`src/cbpe_map.vh`:
```
// constants for the can bit protocol engine: field lengths, crc, timing
// assumes a bit-timing unit that supplies one sample tick per bit period
// Operation
// - dominant level while idle starts a frame
// - transmit only from idle; hard sync at start
// - recessive sent, dominant seen: lose arbitration
// - identifier msb first, request bit last
// - insert opposite bit after five equal bits
// - drop stuff bit; wrong level is stuff error
// - fixed fields and error frames unstuffed
// - driven level held for whole bit
// - bit, stuff, form error: flag next bit
// - crc error flag after acknowledge delimiter
// - passive flag ends on six equal bits
// - after flag await recessive, send seven more
// - deviation in error frame restarts error frame
// - dominant in intermission starts overload next bit
// - overload no retransmit; deviation gives error frame
// - transmitted level mismatch is bit error
// - crc15 over destuffed bits, poly 0x4599
// - receiver compares received crc, flags mismatch
// - dominant in delimiters or end is form error
// - corrupted own frame queued for retransmission
// - active flag is six dominant bits
// - no frame start during three-bit intermission
// - seven recessive end bits, stuffing off
// - passive flag once a counter exceeds 127
`ifndef CBPE_MAP_VH
`define CBPE_MAP_VH
`define CBPE_STUFF_LEN    3'd5
`define CBPE_FLAG_LEN     3'd6
`define CBPE_DELIM_LEN    3'd7
`define CBPE_EOF_LEN      3'd7
`define CBPE_INTER_LEN    2'd3
`define CBPE_PASSIVE_LIM  8'd127
`define CBPE_CRC_POLY     15'h4599
`define CBPE_CRC_RST      15'h0000
`define CBPE_ID_LEN       4'd11
`define CBPE_CRC_LEN      4'd15
`define CBPE_BIT_TIME_NS  1000
`define CBPE_CLK_NS       10
`endif

```
`src/cbpe_engine.v`:
```
// bit protocol engine: idle, arbitration, stuffing, crc, error/overload
// assumes bit_tick is one core_clk pulse at each sample point and that
// can_rx is already synchronised by the bit-timing logic (same domain)
`timescale 1ns/100ps
`default_nettype none
`include "cbpe_map.vh"
module cbpe_engine
#(
  parameter MAX_DATA_BITS = 64
)
(
  input  wire        core_clk,
  input  wire        rst,
  input  wire        bit_tick,
  input  wire        can_rx,
  output wire        can_tx,
  output wire        hard_sync,
  input  wire        tx_req,
  input  wire [10:0] tx_id,
  input  wire        tx_rtr,
  input  wire [3:0]  tx_dlc,
  input  wire [63:0] tx_data,
  output wire        tx_done,
  output wire        tx_retry,
  output wire        arb_lost,
  output wire [10:0] rx_id,
  output wire        rx_rtr,
  output wire [3:0]  rx_dlc,
  output wire [63:0] rx_data,
  output wire        rx_valid,
  input  wire [7:0]  tx_err_cnt,
  input  wire [7:0]  rx_err_cnt,
  output wire        err_bit,
  output wire        err_stuff,
  output wire        err_crc,
  output wire        err_form,
  output wire        overload_seen,
  output wire        bus_idle
);
  localparam [9:0] S_IDLE  = 10'h001;
  localparam [9:0] S_ARB   = 10'h002;
  localparam [9:0] S_CTRL  = 10'h004;
  localparam [9:0] S_DATA  = 10'h008;
  localparam [9:0] S_CRC   = 10'h010;
  localparam [9:0] S_TAIL  = 10'h020;
  localparam [9:0] S_FLAG  = 10'h040;
  localparam [9:0] S_DWAIT = 10'h080;
  localparam [9:0] S_DELIM = 10'h100;
  localparam [9:0] S_INTER = 10'h200;
  // tail positions: 0 crc delim, 1 ack slot, 2 ack delim, 3..9 end of frame
  localparam [3:0] T_ACK_SLOT = 4'd1;
  localparam [3:0] T_ACK_DEL  = 4'd2;
  localparam [3:0] T_LAST     = 4'd9;

  reg  [9:0]  state_reg;
  reg  [6:0]  cnt_reg;
  reg  [2:0]  run_reg;
  reg         last_reg;
  reg         drive_reg;
  reg         txing_reg;
  reg         is_ovl_reg;
  reg         passive_reg;
  reg         crc_pend_reg;
  reg         retry_reg;
  reg         done_reg;
  reg         lost_reg;
  reg         rxv_reg;
  reg  [3:0]  ebits_reg;
  reg         ovl_reg;
  reg  [18:0] arb_sh_reg;
  reg  [5:0]  ctl_sh_reg;
  reg  [63:0] dat_sh_reg;
  reg  [14:0] crc_rx_reg;
  reg         rx_prev_reg;
  reg         tick_d_reg;

  wire [14:0] crc_val;
  wire        stuffed;
  wire        stuff_slot;
  wire        tx_bit;
  wire        mismatch;
  wire        use_passive;
  wire [6:0]  data_len;
  reg         crc_clr;
  reg         crc_en;

  // 18 arbitration/control bits before data; dlc over eight reads as eight
  function [6:0] data_bits;
    input [3:0] dlc;
    input       rtr;
    begin
      if (rtr)
        data_bits = 7'd0;
      else if (dlc > 4'd8)
        data_bits = 7'd64;
      else
        data_bits = {dlc, 3'b000};
    end
  endfunction

  assign stuffed = (state_reg == S_ARB) || (state_reg == S_CTRL) ||
                   (state_reg == S_DATA) || (state_reg == S_CRC);
  // a run ending on the last crc bit still owes one stuff bit
  assign stuff_slot = (stuffed || (state_reg == S_TAIL && cnt_reg == 7'd0)) &&
                      (run_reg == `CBPE_STUFF_LEN);
  assign use_passive = (tx_err_cnt > `CBPE_PASSIVE_LIM) ||
                       (rx_err_cnt > `CBPE_PASSIVE_LIM);
  wire [3:0] rx_dlc_w = ctl_sh_reg[3:0];
  wire       rx_rtr_w = arb_sh_reg[0];
  assign data_len = data_bits(rx_dlc_w, rx_rtr_w);

  // next bit to send from the frame currently owned by this node
  assign tx_bit = stuff_slot ? ~last_reg :
                  (state_reg == S_ARB)  ? arb_sh_reg[18] :
                  (state_reg == S_CTRL) ? ctl_sh_reg[5] :
                  (state_reg == S_DATA) ? dat_sh_reg[63] :
                  (state_reg == S_CRC)  ? crc_val[4'd14 - cnt_reg[3:0]] :
                  1'b1;
  assign mismatch = txing_reg && (drive_reg != can_rx);
  assign can_tx = drive_reg;
  assign hard_sync = (state_reg == S_IDLE) && bit_tick && !can_rx;
  assign tx_done = done_reg;
  assign tx_retry = retry_reg;
  assign arb_lost = lost_reg;
  assign rx_id = arb_sh_reg[11:1];
  assign rx_rtr = arb_sh_reg[0];
  assign rx_dlc = ctl_sh_reg[3:0];
  assign rx_data = dat_sh_reg;
  assign rx_valid = rxv_reg;
  assign err_bit = ebits_reg[0];
  assign err_stuff = ebits_reg[1];
  assign err_crc = ebits_reg[2];
  assign err_form = ebits_reg[3];
  assign overload_seen = ovl_reg;
  assign bus_idle = (state_reg == S_IDLE);

  always @*
  begin
    crc_clr = bit_tick && (state_reg == S_IDLE);
    crc_en = bit_tick && !stuff_slot && !txing_reg &&
             ((state_reg == S_ARB) || (state_reg == S_CTRL) ||
              (state_reg == S_DATA));
  end

  cbpe_crc15 u_crc
  (
    .core_clk (core_clk),
    .rst      (rst),
    .clear    (crc_clr),
    .shift_en (crc_en || (bit_tick && txing_reg && !stuff_slot &&
               (state_reg == S_ARB || state_reg == S_CTRL ||
                state_reg == S_DATA))),
    .bit_in   (can_rx),
    .crc      (crc_val)
  );

  always @(posedge core_clk or posedge rst)
  begin
    if (rst)
    begin
      state_reg    <= S_IDLE;
      cnt_reg      <= 7'd0;
      run_reg      <= 3'd0;
      last_reg     <= 1'b1;
      drive_reg    <= 1'b1;
      txing_reg    <= 1'b0;
      is_ovl_reg   <= 1'b0;
      passive_reg  <= 1'b0;
      crc_pend_reg <= 1'b0;
      retry_reg    <= 1'b0;
      done_reg     <= 1'b0;
      lost_reg     <= 1'b0;
      rxv_reg      <= 1'b0;
      ebits_reg    <= 4'h0;
      ovl_reg      <= 1'b0;
      arb_sh_reg   <= 19'h00000;
      ctl_sh_reg   <= 6'h00;
      dat_sh_reg   <= 64'h0000000000000000;
      crc_rx_reg   <= 15'h0000;
      rx_prev_reg  <= 1'b1;
      tick_d_reg   <= 1'b0;
    end
    else
    begin
      tick_d_reg <= bit_tick;
      // next level is chosen one clock after the tick, once shifts and
      // crc hold the bit just sampled; flag drives are set on the tick
      if (tick_d_reg && (stuffed || state_reg == S_TAIL))
        drive_reg <= txing_reg ? tx_bit :
                     !(state_reg == S_TAIL && cnt_reg[3:0] == T_ACK_SLOT &&
                       !crc_pend_reg);
      retry_reg <= 1'b0;
      done_reg  <= 1'b0;
      lost_reg  <= 1'b0;
      rxv_reg   <= 1'b0;
      ebits_reg <= 4'h0;
      ovl_reg   <= 1'b0;
      if (bit_tick)
      begin
        rx_prev_reg <= can_rx;
        // stuff run counter over the bus level as seen
        if (stuff_slot || !stuffed)
          run_reg <= 3'd1;
        else if (can_rx == last_reg)
          run_reg <= run_reg + 3'd1;
        else
          run_reg <= 3'd1;
        last_reg <= can_rx;
        case (state_reg)
          S_IDLE:
          begin
            if (!can_rx)
            begin
              // start bit seen: this node transmits only if it drove it
              txing_reg  <= !drive_reg;
              state_reg  <= S_ARB;
              cnt_reg    <= 7'd0;
              run_reg    <= 3'd1;
              crc_pend_reg <= 1'b0;
              if (drive_reg)
                arb_sh_reg <= 19'h00000;
              drive_reg  <= !drive_reg ? tx_id[10] : 1'b1;
              if (!drive_reg)
                arb_sh_reg <= {tx_id, tx_rtr, 7'h00};
              if (!drive_reg)
                ctl_sh_reg <= {2'b00, tx_dlc};
              if (!drive_reg)
                dat_sh_reg <= tx_data;
            end
            else if (tx_req && drive_reg)
              drive_reg <= 1'b0;
          end
          S_ARB, S_CTRL, S_DATA, S_CRC:
          begin
            if (stuff_slot && (can_rx == last_reg))
            begin
              ebits_reg[1] <= 1'b1;
              state_reg <= S_FLAG;
              cnt_reg <= 7'd0;
              drive_reg <= use_passive;
              passive_reg <= use_passive;
              retry_reg <= txing_reg;
            end
            else if (mismatch && !(state_reg == S_ARB && drive_reg &&
                     !stuff_slot))
            begin
              ebits_reg[0] <= 1'b1;
              state_reg <= S_FLAG;
              cnt_reg <= 7'd0;
              drive_reg <= use_passive;
              passive_reg <= use_passive;
              retry_reg <= txing_reg;
            end
            else
            begin
              if (mismatch)
              begin
                txing_reg <= 1'b0;
                lost_reg  <= 1'b1;
              end
              if (!stuff_slot)
              begin
                cnt_reg <= cnt_reg + 7'd1;
                case (state_reg)
                  S_ARB:
                  begin
                    arb_sh_reg <= {arb_sh_reg[17:0], can_rx};
                    if (cnt_reg == 7'd11)
                    begin
                      // 12 bits: id then request bit, rest kept aligned
                      arb_sh_reg <= {7'h00, arb_sh_reg[10:0], can_rx};
                      state_reg <= S_CTRL;
                      cnt_reg <= 7'd0;
                    end
                  end
                  S_CTRL:
                  begin
                    ctl_sh_reg <= {ctl_sh_reg[4:0], can_rx};
                    if (cnt_reg == 7'd5)
                    begin
                      cnt_reg <= 7'd0;
                      state_reg <= (data_bits({ctl_sh_reg[2:0], can_rx},
                                    arb_sh_reg[0]) == 7'd0) ? S_CRC : S_DATA;
                    end
                  end
                  S_DATA:
                  begin
                    dat_sh_reg <= {dat_sh_reg[62:0], can_rx};
                    if (cnt_reg == data_len - 7'd1)
                    begin
                      cnt_reg <= 7'd0;
                      state_reg <= S_CRC;
                    end
                  end
                  default:
                  begin
                    crc_rx_reg <= {crc_rx_reg[13:0], can_rx};
                    if (cnt_reg == {3'd0, `CBPE_CRC_LEN} - 7'd1)
                    begin
                      cnt_reg <= 7'd0;
                      state_reg <= S_TAIL;
                    end
                  end
                endcase
              end
            end
          end
          S_TAIL:
          begin
            if (cnt_reg == 7'd0 && !stuff_slot && !txing_reg &&
                (crc_rx_reg != crc_val))
              crc_pend_reg <= 1'b1;
            if (!stuff_slot)
              cnt_reg <= cnt_reg + 7'd1;
            if (stuff_slot)
            begin
              if (can_rx == last_reg)
              begin
                ebits_reg[1] <= 1'b1;
                state_reg <= S_FLAG;
                cnt_reg <= 7'd0;
                drive_reg <= use_passive;
                passive_reg <= use_passive;
                retry_reg <= txing_reg;
              end
            end
            else if (!can_rx && cnt_reg[3:0] != T_ACK_SLOT)
            begin
              ebits_reg[3] <= 1'b1;
              state_reg <= S_FLAG;
              cnt_reg <= 7'd0;
              drive_reg <= use_passive;
              passive_reg <= use_passive;
              retry_reg <= txing_reg;
            end
            else if (cnt_reg[3:0] == T_ACK_DEL && crc_pend_reg)
            begin
              ebits_reg[2] <= 1'b1;
              state_reg <= S_FLAG;
              cnt_reg <= 7'd0;
              drive_reg <= use_passive;
              passive_reg <= use_passive;
            end
            else if (cnt_reg[3:0] == T_LAST)
            begin
              done_reg  <= txing_reg;
              rxv_reg   <= !txing_reg;
              txing_reg <= 1'b0;
              state_reg <= S_INTER;
              cnt_reg   <= 7'd0;
            end
          end
          S_FLAG:
          begin
            // active flag: six dominant driven; passive: six equal seen
            if (passive_reg)
            begin
              if (cnt_reg != 7'd0 && can_rx != rx_prev_reg)
                cnt_reg <= 7'd1;
              else
                cnt_reg <= cnt_reg + 7'd1;
              if (cnt_reg == {4'd0, `CBPE_FLAG_LEN} - 7'd1 &&
                  (cnt_reg == 7'd0 || can_rx == rx_prev_reg))
              begin
                state_reg <= S_DWAIT;
                cnt_reg <= 7'd0;
              end
            end
            else
            begin
              cnt_reg <= cnt_reg + 7'd1;
              if (cnt_reg == {4'd0, `CBPE_FLAG_LEN} - 7'd1)
              begin
                state_reg <= S_DWAIT;
                drive_reg <= 1'b1;
                cnt_reg <= 7'd0;
              end
            end
            txing_reg <= 1'b0;
          end
          S_DWAIT:
          begin
            drive_reg <= 1'b1;
            if (can_rx)
            begin
              state_reg <= S_DELIM;
              cnt_reg <= 7'd0;
            end
            else if (cnt_reg == 7'd7)
            begin
              // too long a dominant run deforms the frame
              state_reg <= S_FLAG;
              drive_reg <= passive_reg;
              cnt_reg <= 7'd0;
            end
            else
              cnt_reg <= cnt_reg + 7'd1;
          end
          S_DELIM:
          begin
            cnt_reg <= cnt_reg + 7'd1;
            if (!can_rx)
            begin
              ebits_reg[3] <= 1'b1;
              state_reg <= S_FLAG;
              drive_reg <= use_passive;
              passive_reg <= use_passive;
              cnt_reg <= 7'd0;
            end
            else if (cnt_reg == {4'd0, `CBPE_DELIM_LEN} - 7'd1)
            begin
              state_reg <= S_INTER;
              is_ovl_reg <= 1'b0;
              cnt_reg <= 7'd0;
            end
          end
          S_INTER:
          begin
            cnt_reg <= cnt_reg + 7'd1;
            if (!can_rx)
            begin
              ovl_reg <= 1'b1;
              is_ovl_reg <= 1'b1;
              state_reg <= S_FLAG;
              drive_reg <= 1'b0;
              passive_reg <= 1'b0;
              cnt_reg <= 7'd0;
            end
            else if (cnt_reg == {5'd0, `CBPE_INTER_LEN} - 7'd1)
              state_reg <= S_IDLE;
          end
          default:
            state_reg <= S_IDLE;
        endcase
      end
    end
  end
endmodule // cbpe_engine
`default_nettype wire

```
`src/cbpe_crc15.v`:
```
// serial crc15 register for the bit engine
// assumes one destuffed bit per enable from the frame logic
`timescale 1ns/100ps
`default_nettype none
`include "cbpe_map.vh"
module cbpe_crc15
(
  input  wire        core_clk,
  input  wire        rst,
  input  wire        clear,
  input  wire        shift_en,
  input  wire        bit_in,
  output wire [14:0] crc
);
  reg  [14:0] crc_reg;
  wire        fb;
  assign fb  = bit_in ^ crc_reg[14];
  assign crc = crc_reg;
  always @(posedge core_clk or posedge rst)
  begin
    if (rst)
      crc_reg <= `CBPE_CRC_RST;
    else if (clear)
      crc_reg <= `CBPE_CRC_RST;
    else if (shift_en)
      // modulo-2 division step, one destuffed bit at a time
      crc_reg <= {crc_reg[13:0], 1'b0} ^ (fb ? `CBPE_CRC_POLY : 15'h0000);
  end
endmodule // cbpe_crc15
`default_nettype wire

```
`config.mk`:
```
export PLATFORM = sky130hd
export DESIGN_NAME = cbpe_engine
export DESIGN_NICKNAME = d
export VERILOG_FILES = /design/src/cbpe_engine.v /design/src/cbpe_crc15.v
export VERILOG_INCLUDE_DIRS = /design/src
export SDC_FILE = /design/constraint.sdc
export NUM_CORES = 1
export LEC_CHECK = 0
export BUFFER_PORTS_ARGS = -buffer_cell sky130_fd_sc_hd__buf_2
export CAP_MARGIN = 30
export CORE_MARGIN = 2
export CORE_UTILIZATION = 59
export DETAILED_ROUTE_END_ITERATION = 12
export HOLD_SLACK_MARGIN = 0.02
export PLACE_DENSITY = 0.95
export SLEW_MARGIN = 5
export SYNTH_ARGS = -nofsm -noshare
export SYNTH_HDL_FRONTEND = slang
export SYNTH_SLANG_ARGS = --single-unit
```
`constraint.sdc`:
```
create_clock -name core_clk -period 7.7 [get_ports core_clk]
set_input_delay 1.54 -clock core_clk [delete_from_list [all_inputs] [get_ports core_clk]]
set_output_delay 1.54 -clock core_clk [all_outputs]
set_load 0.01 [all_outputs]
```
==> impl_metrics.env, run 1 <==
export IMPL_crit_type="input pin to primary output"
export IMPL_fin_ws_ns=3.20
export IMPL_path_cells="buf_2, clkinv_1, and3_1, buf_2"
export IMPL_place_area_um2=9440
export IMPL_drt_vias_per_instance=6.29
export IMPL_syn_area_per_cell_um2=9.66
export IMPL_cp_required_ns=6.16
export IMPL_power_density_nw_per_um2=375
export IMPL_finalMaxSlewViolations=0
export IMPL_largest_reg_flops=64
export IMPL_grt_pass1_vias=7568
export IMPL_hpwl_mm=16.2
export IMPL_tns_ns=0
export IMPL_post_cts_buffers=0
export IMPL_max_freq_mhz=222
export IMPL_initial_core_util=0.596
export IMPL_die_w_um=124
export IMPL_drive_above_1_share=0.256
export IMPL_synth_edff_count=0
export IMPL_final_area_um2=10100
export IMPL_final_nets=1136
export IMPL_crit_slowest_cell="clkinv_1"
export IMPL_tightest_slew_ns=1.07
export IMPL_drc=0
export IMPL_fin_crit_sh=0.585
export IMPL_place_congestion=0.985
export IMPL_clock_sinks=154
export IMPL_synth_cell_types=71
export IMPL_die_h_um=124
export IMPL_synthAdderAreaFrac=0.0102
export IMPL_synth_nets=994
export IMPL_final_cell_mix="buf_2, dfrtp_1, nand2_1"
export IMPL_ys_flop_type="dfrtp_1"
export IMPL_grt_total_usage=0.309
export IMPL_drt_iter0_drc=867
export IMPL_worstSetupStartpointType="input pin"
export IMPL_die_area_um2=15500
export IMPL_setup_viol=0
export IMPL_cap_violations=0
export IMPL_cp_num_buf_inv=3
export IMPL_cts_resized=0
export IMPL_cts_root_buf="clkbuf_16"
export IMPL_antenna_cells=0
export IMPL_grt_max_degree=129
export IMPL_firstDrtPassIters=7
export IMPL_port_buffers=178
export IMPL_cp_arrival_ns=2.96
export IMPL_rrSetupSlack_ns=3.56
export IMPL_ir_worst_vdd_mv=0.221
export IMPL_overflow=0
export IMPL_cts_hold_buf=0
export IMPL_route_met2_wl_mm=11.7
export IMPL_skew_ns=0.0118
export IMPL_slowest_delay_ns=0.52
export IMPL_numCtsBuffers=17
export IMPL_grt_antenna_before_repair=0
export IMPL_via_count=7703
export IMPL_row_count=44
export IMPL_synthArstFlopShare=1.00
export IMPL_ys_warn_count=0
export IMPL_p_leak_nw=5.16
export IMPL_cp_max_fo=23
export IMPL_wirelength_mm=23.8
export IMPL_critPathTopFamily="buffers and inverters"
export IMPL_hold_class="flip-flop to flip-flop"
export IMPL_final_common_cell="buf_2"
export IMPL_ys_seq_area_frac=0.451
export IMPL_finalHoldViolations=0
export IMPL_core_um2=14400
export IMPL_syn_inst=886
export IMPL_synth_top_family_by_area="simple AND/OR/NAND/NOR gates"
export IMPL_grt_pass1_wl_mm=38.3
export IMPL_clk_latency_ns=0.44
export IMPL_crit_top_cell="buf_2"
export IMPL_path_clk_slew_ns=0.06
export IMPL_drt_met1_wl_mm=9.19
export IMPL_slew_headroom=0.278
export IMPL_cp_end_kind="primary output"
export IMPL_min_period_ns=4.50
export IMPL_fin_util=0.705
export IMPL_areaGrowthSynthToFinish_pct=18.3
export IMPL_synthMuxAreaShare=0.142
export IMPL_wl_met3_mm=1.84
export IMPL_drtAntennaViolNets=0
export IMPL_top_layer="met4"
export IMPL_pin_count=193
export IMPL_cts_tree="done"
export IMPL_synth_seq_cells=154
export IMPL_rsz0062_at_grt="false"
export IMPL_synth_xor_xnor_area_share=0.0327
export IMPL_synth_simple_area_share=0.166
export IMPL_pre_cts_ws_ns=3.30
export IMPL_wire_per_inst_um=19.4
export IMPL_htreeDepth=4
export IMPL_synth_compound_area_frac=0.151
export IMPL_clk_path_buf_depth=2
export IMPL_status="completed"
export IMPL_synth_area_um2=8560
-- synthesized netlist by cell type (8+ instances only) --
cell type | count | area (µm²)
a21boi_0 | 9 | 67.6
a21oi_1 | 25 | 125
and2_1 | 9 | 56.3
and3_1 | 9 | 56.3
buf_4 | 19 | 143
clkbuf_1 | 39 | 146
dfrtp_1 | 151 | 3780
inv_1 | 13 | 48.8
mux2_2 | 17 | 191
mux2i_1 | 83 | 831
nand2_1 | 128 | 480
nand3_1 | 24 | 120
nand4_1 | 16 | 100
nor2_1 | 44 | 165
nor2b_1 | 8 | 50.1
nor3_1 | 15 | 75.1
nor4_1 | 9 | 56.3
o21ai_0 | 99 | 495
xnor2_1 | 27 | 236
-- worst paths after layout --
path,cells past startpoint,end,startpoint
min in group asynchronous,2,rx_data[8],rst
worst min-delay path,2,arb_sh_reg[14],arb_sh_reg[14]
worst min register to register,2,arb_sh_reg[14],arb_sh_reg[14]
max in group asynchronous,3,arb_sh_reg[8],rst
worst max register to register,9,state_reg[7],arb_sh_reg[0]
worst max-delay path,4,hard_sync,can_rx
-- stage by stage --
step	cells	hold slack, ns	power, mW
global placement	1190	0.466	2.72
CTS	1224	0.490	3.76
detailed placement	1192	0.475	2.80
floorplan	886	0.448	2.33
finish	1225	0.488	3.80
global route	1225	0.517	4.01
-- metal layers --
layer  up-vias  global-route usage
met5         -                   0
met4         0               0.149
met3       107              0.0743
met2       408               0.508
met1      3715               0.385
li1       3473                   -
-- worst reg2reg max path, delay by kind of cell (launching register included) --
family | cells | cell delay (ns)
mux | 1 | 0.36
simple gates | 3 | 1.67
compound gates | 2 | 0.96
xor+xnor | 1 | 0.12
flops | 1 | 0.48
fa+ha+maj | 1 | 0.32
buf+inv | 1 | 0.10
-- power breakdown --
| part | internal (mW) | switching, mW | total, mW |
|---|---|---|---|
| Combinational | 0.626 | 0.953 | 1.58 |
| Sequential | 1.05 | 0.240 | 1.29 |
| Clock | 0.555 | 0.373 | 0.928 |
| Total | 2.23 | 1.57 | 3.80 |
-- final cells by class --
class / count / area (µm²)
clock buffers: 17 / 425
clock inverters: 15 / 231
fillers: 1004 / 4240
inverters: 14 / 57.6
multi-input cells: 651 / 4310
flip-flops and latches: 154 / 3860
well taps: 184 / 230
repair buffers: 190 / 1020
-- logic make-up (layout without fill, tap and decap cells) --
logic type	after synthesis	in the layout
flops	154	154
simple gates	293	293
mux	111	111
xor+xnor	32	32
buf+inv	81	236
compound gates	208	208
fa+ha+maj	7	7
No activity file was read; power rests on OpenSTA's default activity.
==> run 2: changes to the inputs <==
--- a/config.mk
+++ b/config.mk
@@ -6,13 +6,14 @@
 export SDC_FILE = /design/constraint.sdc
 export NUM_CORES = 1
 export LEC_CHECK = 0
+export ABC_AREA = 1
 export BUFFER_PORTS_ARGS = -buffer_cell sky130_fd_sc_hd__buf_2
 export CAP_MARGIN = 30
 export CORE_MARGIN = 2
-export CORE_UTILIZATION = 59
+export CORE_UTILIZATION = 56
 export DETAILED_ROUTE_END_ITERATION = 12
 export HOLD_SLACK_MARGIN = 0.02
-export PLACE_DENSITY = 0.95
+export PLACE_DENSITY = 0.9
 export SLEW_MARGIN = 5
 export SYNTH_ARGS = -nofsm -noshare
 export SYNTH_HDL_FRONTEND = slang
==> constraint.sdc (replaced) <==
create_clock -name core_clk -period 4.6 [get_ports core_clk]
set_input_delay 0.92 -clock core_clk [delete_from_list [all_inputs] [get_ports core_clk]]
set_output_delay 0.92 -clock core_clk [all_outputs]
set_load 0.01 [all_outputs]
==> impl_metrics.env, run 2 <==
export IMPL_post_cts_buffers=0
export IMPL_antenna_cells=0
export IMPL_worstReg2RegStart="state_reg[0]"
export IMPL_initial_core_util=0.578
export IMPL_drt_vias_per_instance=5.81
export IMPL_cp_arrival_ns=3.97
export IMPL_fin_crit_sh=0.796
export IMPL_clk_path_buf_depth=2
export IMPL_grt_antenna_before_repair=1
export IMPL_finalMaxSlewViolations=0
export IMPL_tightest_slew_ns=0.932
export IMPL_critPathTopFamily="simple AND/OR/NAND/NOR gates"
export IMPL_reg2regPathDepth=12
export IMPL_setup_viol=0
export IMPL_skew_ns=0.0161
export IMPL_cts_hold_buf=0
export IMPL_slowest_delay_ns=0.71
export IMPL_areaGrowthSynthToFinish_pct=16.5
export IMPL_finalPower_mw=7.04
export IMPL_grt_pass1_wl_mm=44.3
export IMPL_cp_max_fo=32
export IMPL_via_count=8949
export IMPL_max_freq_mhz=273
export IMPL_cp_end_kind="flip-flop"
export IMPL_synth_simple_area_share=0.246
export IMPL_power_frac_seq=0.330
export IMPL_crit_top_cell="nand2_1"
export IMPL_cts_resized=0
export IMPL_synthMuxAreaShare=0.0800
export IMPL_intPower_mw=3.77
export IMPL_synth_top_family_by_area="simple AND/OR/NAND/NOR gates"
export IMPL_synth_area_leaders="dfrtp_1, nand2_1, mux2i_1"
export IMPL_synth_nets=1273
export IMPL_drc=0
export IMPL_finalHoldViolations=0
export IMPL_yosysTopAreaCell="dfrtp_1"
export IMPL_p_leak_nw=6.03
export IMPL_synth_seq_cells=154
export IMPL_hold_path_end="crc_rx_reg[11]"
export IMPL_clock_sinks=154
export IMPL_yosysMostFrequentCell="nand2_1"
export IMPL_largest_reg_flops=64
export IMPL_ir_worst_vdd_mv=0.525
export IMPL_nFillCells=1285
export IMPL_cap_violations=0
export IMPL_firstDrtPassIters=7
export IMPL_final_common_cell="nand2_1"
export IMPL_synthAdderAreaFrac=0.00946
export IMPL_die_w_um=133
export IMPL_syn_area_per_cell_um2=7.94
export IMPL_switching_share=0.464
export IMPL_synth_edff_count=0
export IMPL_final_cell_mix="nand2_1, buf_2, dfrtp_1"
export IMPL_rsz0062_at_grt="false"
export IMPL_crit_type="flip-flop to flip-flop"
export IMPL_port_buffers=178
export IMPL_path_clk_slew_ns=0.07
export IMPL_die_area_um2=17600
export IMPL_numCtsBuffers=17
export IMPL_final_nets=1419
export IMPL_ys_warn_count=0
export IMPL_final_area_um2=10800
export IMPL_switching_power_mw=3.27
export IMPL_ys_flop_type="dfrtp_1"
export IMPL_ys_seq_area_frac=0.417
export IMPL_hpwl_mm=19.9
export IMPL_min_from="crc_rx_reg[10]"
export IMPL_synth_xor_xnor_area_share=0.0257
export IMPL_place_congestion=1.01
export IMPL_cts_root_buf="clkbuf_16"
export IMPL_cp_required_ns=4.91
export IMPL_power_density_nw_per_um2=653
export IMPL_worstSetupStartpointType="flip-flop"
export IMPL_drive_above_1_share=0.213
export IMPL_r2r_end="rx_data[9]"
export IMPL_synthArstFlopShare=1.00
export IMPL_yosysTopAreaCellShare=0.408
export IMPL_synth_compound_area_frac=0.127
export IMPL_htreeDepth=4
export IMPL_pin_count=193
export IMPL_status="completed"
export IMPL_place_area_um2=10200
export IMPL_grt_max_degree=155
export IMPL_overflow=0
export IMPL_hold_class="flip-flop to flip-flop"
export IMPL_die_h_um=133
export IMPL_grt_pass1_vias=8513
export IMPL_slew_headroom=0.377
export IMPL_crit_slowest_cell="nand4_1"
export IMPL_rrSetupSlack_ns=0.94
export IMPL_grt_total_usage=0.321
export IMPL_path_cells="inv_1, nand2_1, nor2_2, nand2_1, nand4_4, nand2_2, nand3_1, inv_2, nand4_1, buf_4, nand2_1, o21ai_1"
export IMPL_yosys_top_cells_count="nand2_1, dfrtp_1, inv_1"
export IMPL_comb_power_share=0.472
export IMPL_drt_iter0_drc=1026
export IMPL_wire_per_inst_um=18.2
export IMPL_min_period_ns=3.66
export IMPL_cts_tree="done"
export IMPL_synth_area_um2=9250
export IMPL_core_um2=16000
export IMPL_clkPwrFrac=0.199
export IMPL_tns_ns=0
export IMPL_synth_cell_types=47
export IMPL_hold_path_cell_count=2
export IMPL_drtAntennaViolNets=0
export IMPL_syn_inst=1165
export IMPL_cp_num_buf_inv=3
export IMPL_row_count=46
export IMPL_clk_latency_ns=0.44
export IMPL_wirelength_mm=28.0
-- run 2: cell types whose count changed in the layout (fill, tap and decap cells not counted), sizes merged, moves of 10 or more --
cell   delta
and3     -10
o21ai    +25
nand2   +153
mux2     -24
nand3    +60
nor2     +40
inv     +126
xor2     +14
xnor2    -21
-- run 2: through the flow --
stage	hold slack, ns	worst slack, ns	utilization	std cells
finish	0.481	0.939	0.674	1540
CTS	0.485	1.04	0.673	1539
global placement	0.459	1.24	0.635	1506
detailed placement	0.469	1.14	0.637	1507
global route	0.532	0.683	0.674	1540
floorplan	0.451	1.74	-	1165
-- run 2: layout make-up --
class                      count  area, µm²  area share
tap                          216        270      0.0251
inverter                     136        517      0.0479
clock inverter                15        153      0.0142
sequential                   154       3860       0.358
multi-input combinational    811       4520       0.419
timing repair buffer         191       1040      0.0966
clock buffer                  17        425      0.0395
-- run 2: worst max path at each step --
stage | cells after the start | to | start
floorplan | 1 | arb_lost | rst
global placement | 12 | rx_data[4] | state_reg[0]
detailed placement | 12 | rx_data[9] | state_reg[0]
CTS | 12 | rx_data[9] | state_reg[0]
global route | 12 | rx_data[9] | state_reg[0]
finish | 12 | rx_data[9] | state_reg[0]
-- run 2: cells by family after synthesis --
family,count (synthesis)
buffers and inverters,200
XOR/XNOR,25
AO/OA/AOI/OAI,209
AND/OR/NAND/NOR,496
multiplexers,74
flip-flops,154
adder cells (fa/ha/maj),7
-- run 2: worst reg2reg max path, cell delays in order, from the launching register on --
cell and delay [ns]:
dfstp_2 0.57, inv_1 0.08, nand2_1 0.16, nor2_2 0.10
nand2_1 0.16, nand4_4 0.46, nand2_2 0.31, nand3_1 0.12
inv_2 0.12, nand4_1 0.71, buf_4 0.54, nand2_1 0.13
o21ai_1 0.09
-- run 2: power groups by stage --
stage,logic (mW),clock network (mW),registers [mW]
after floorplan,2.27,0,2.32
after global placement,3.10,0,2.29
after detailed placement,3.22,0,2.30
after CTS,3.27,1.40,2.30
after global routing,3.65,1.47,2.37
final,3.32,1.40,2.32
-- run 2: layer usage --
metal / up-vias / GRT usage / wire (µm)
li1: 4144 / - / -
met1: 4264 / 0.405 / 10800
met2: 462 / 0.532 / 13600
met3: 79 / 0.0847 / 2750
met4: 0 / 0.123 / 914
met5: - / 0 / 0
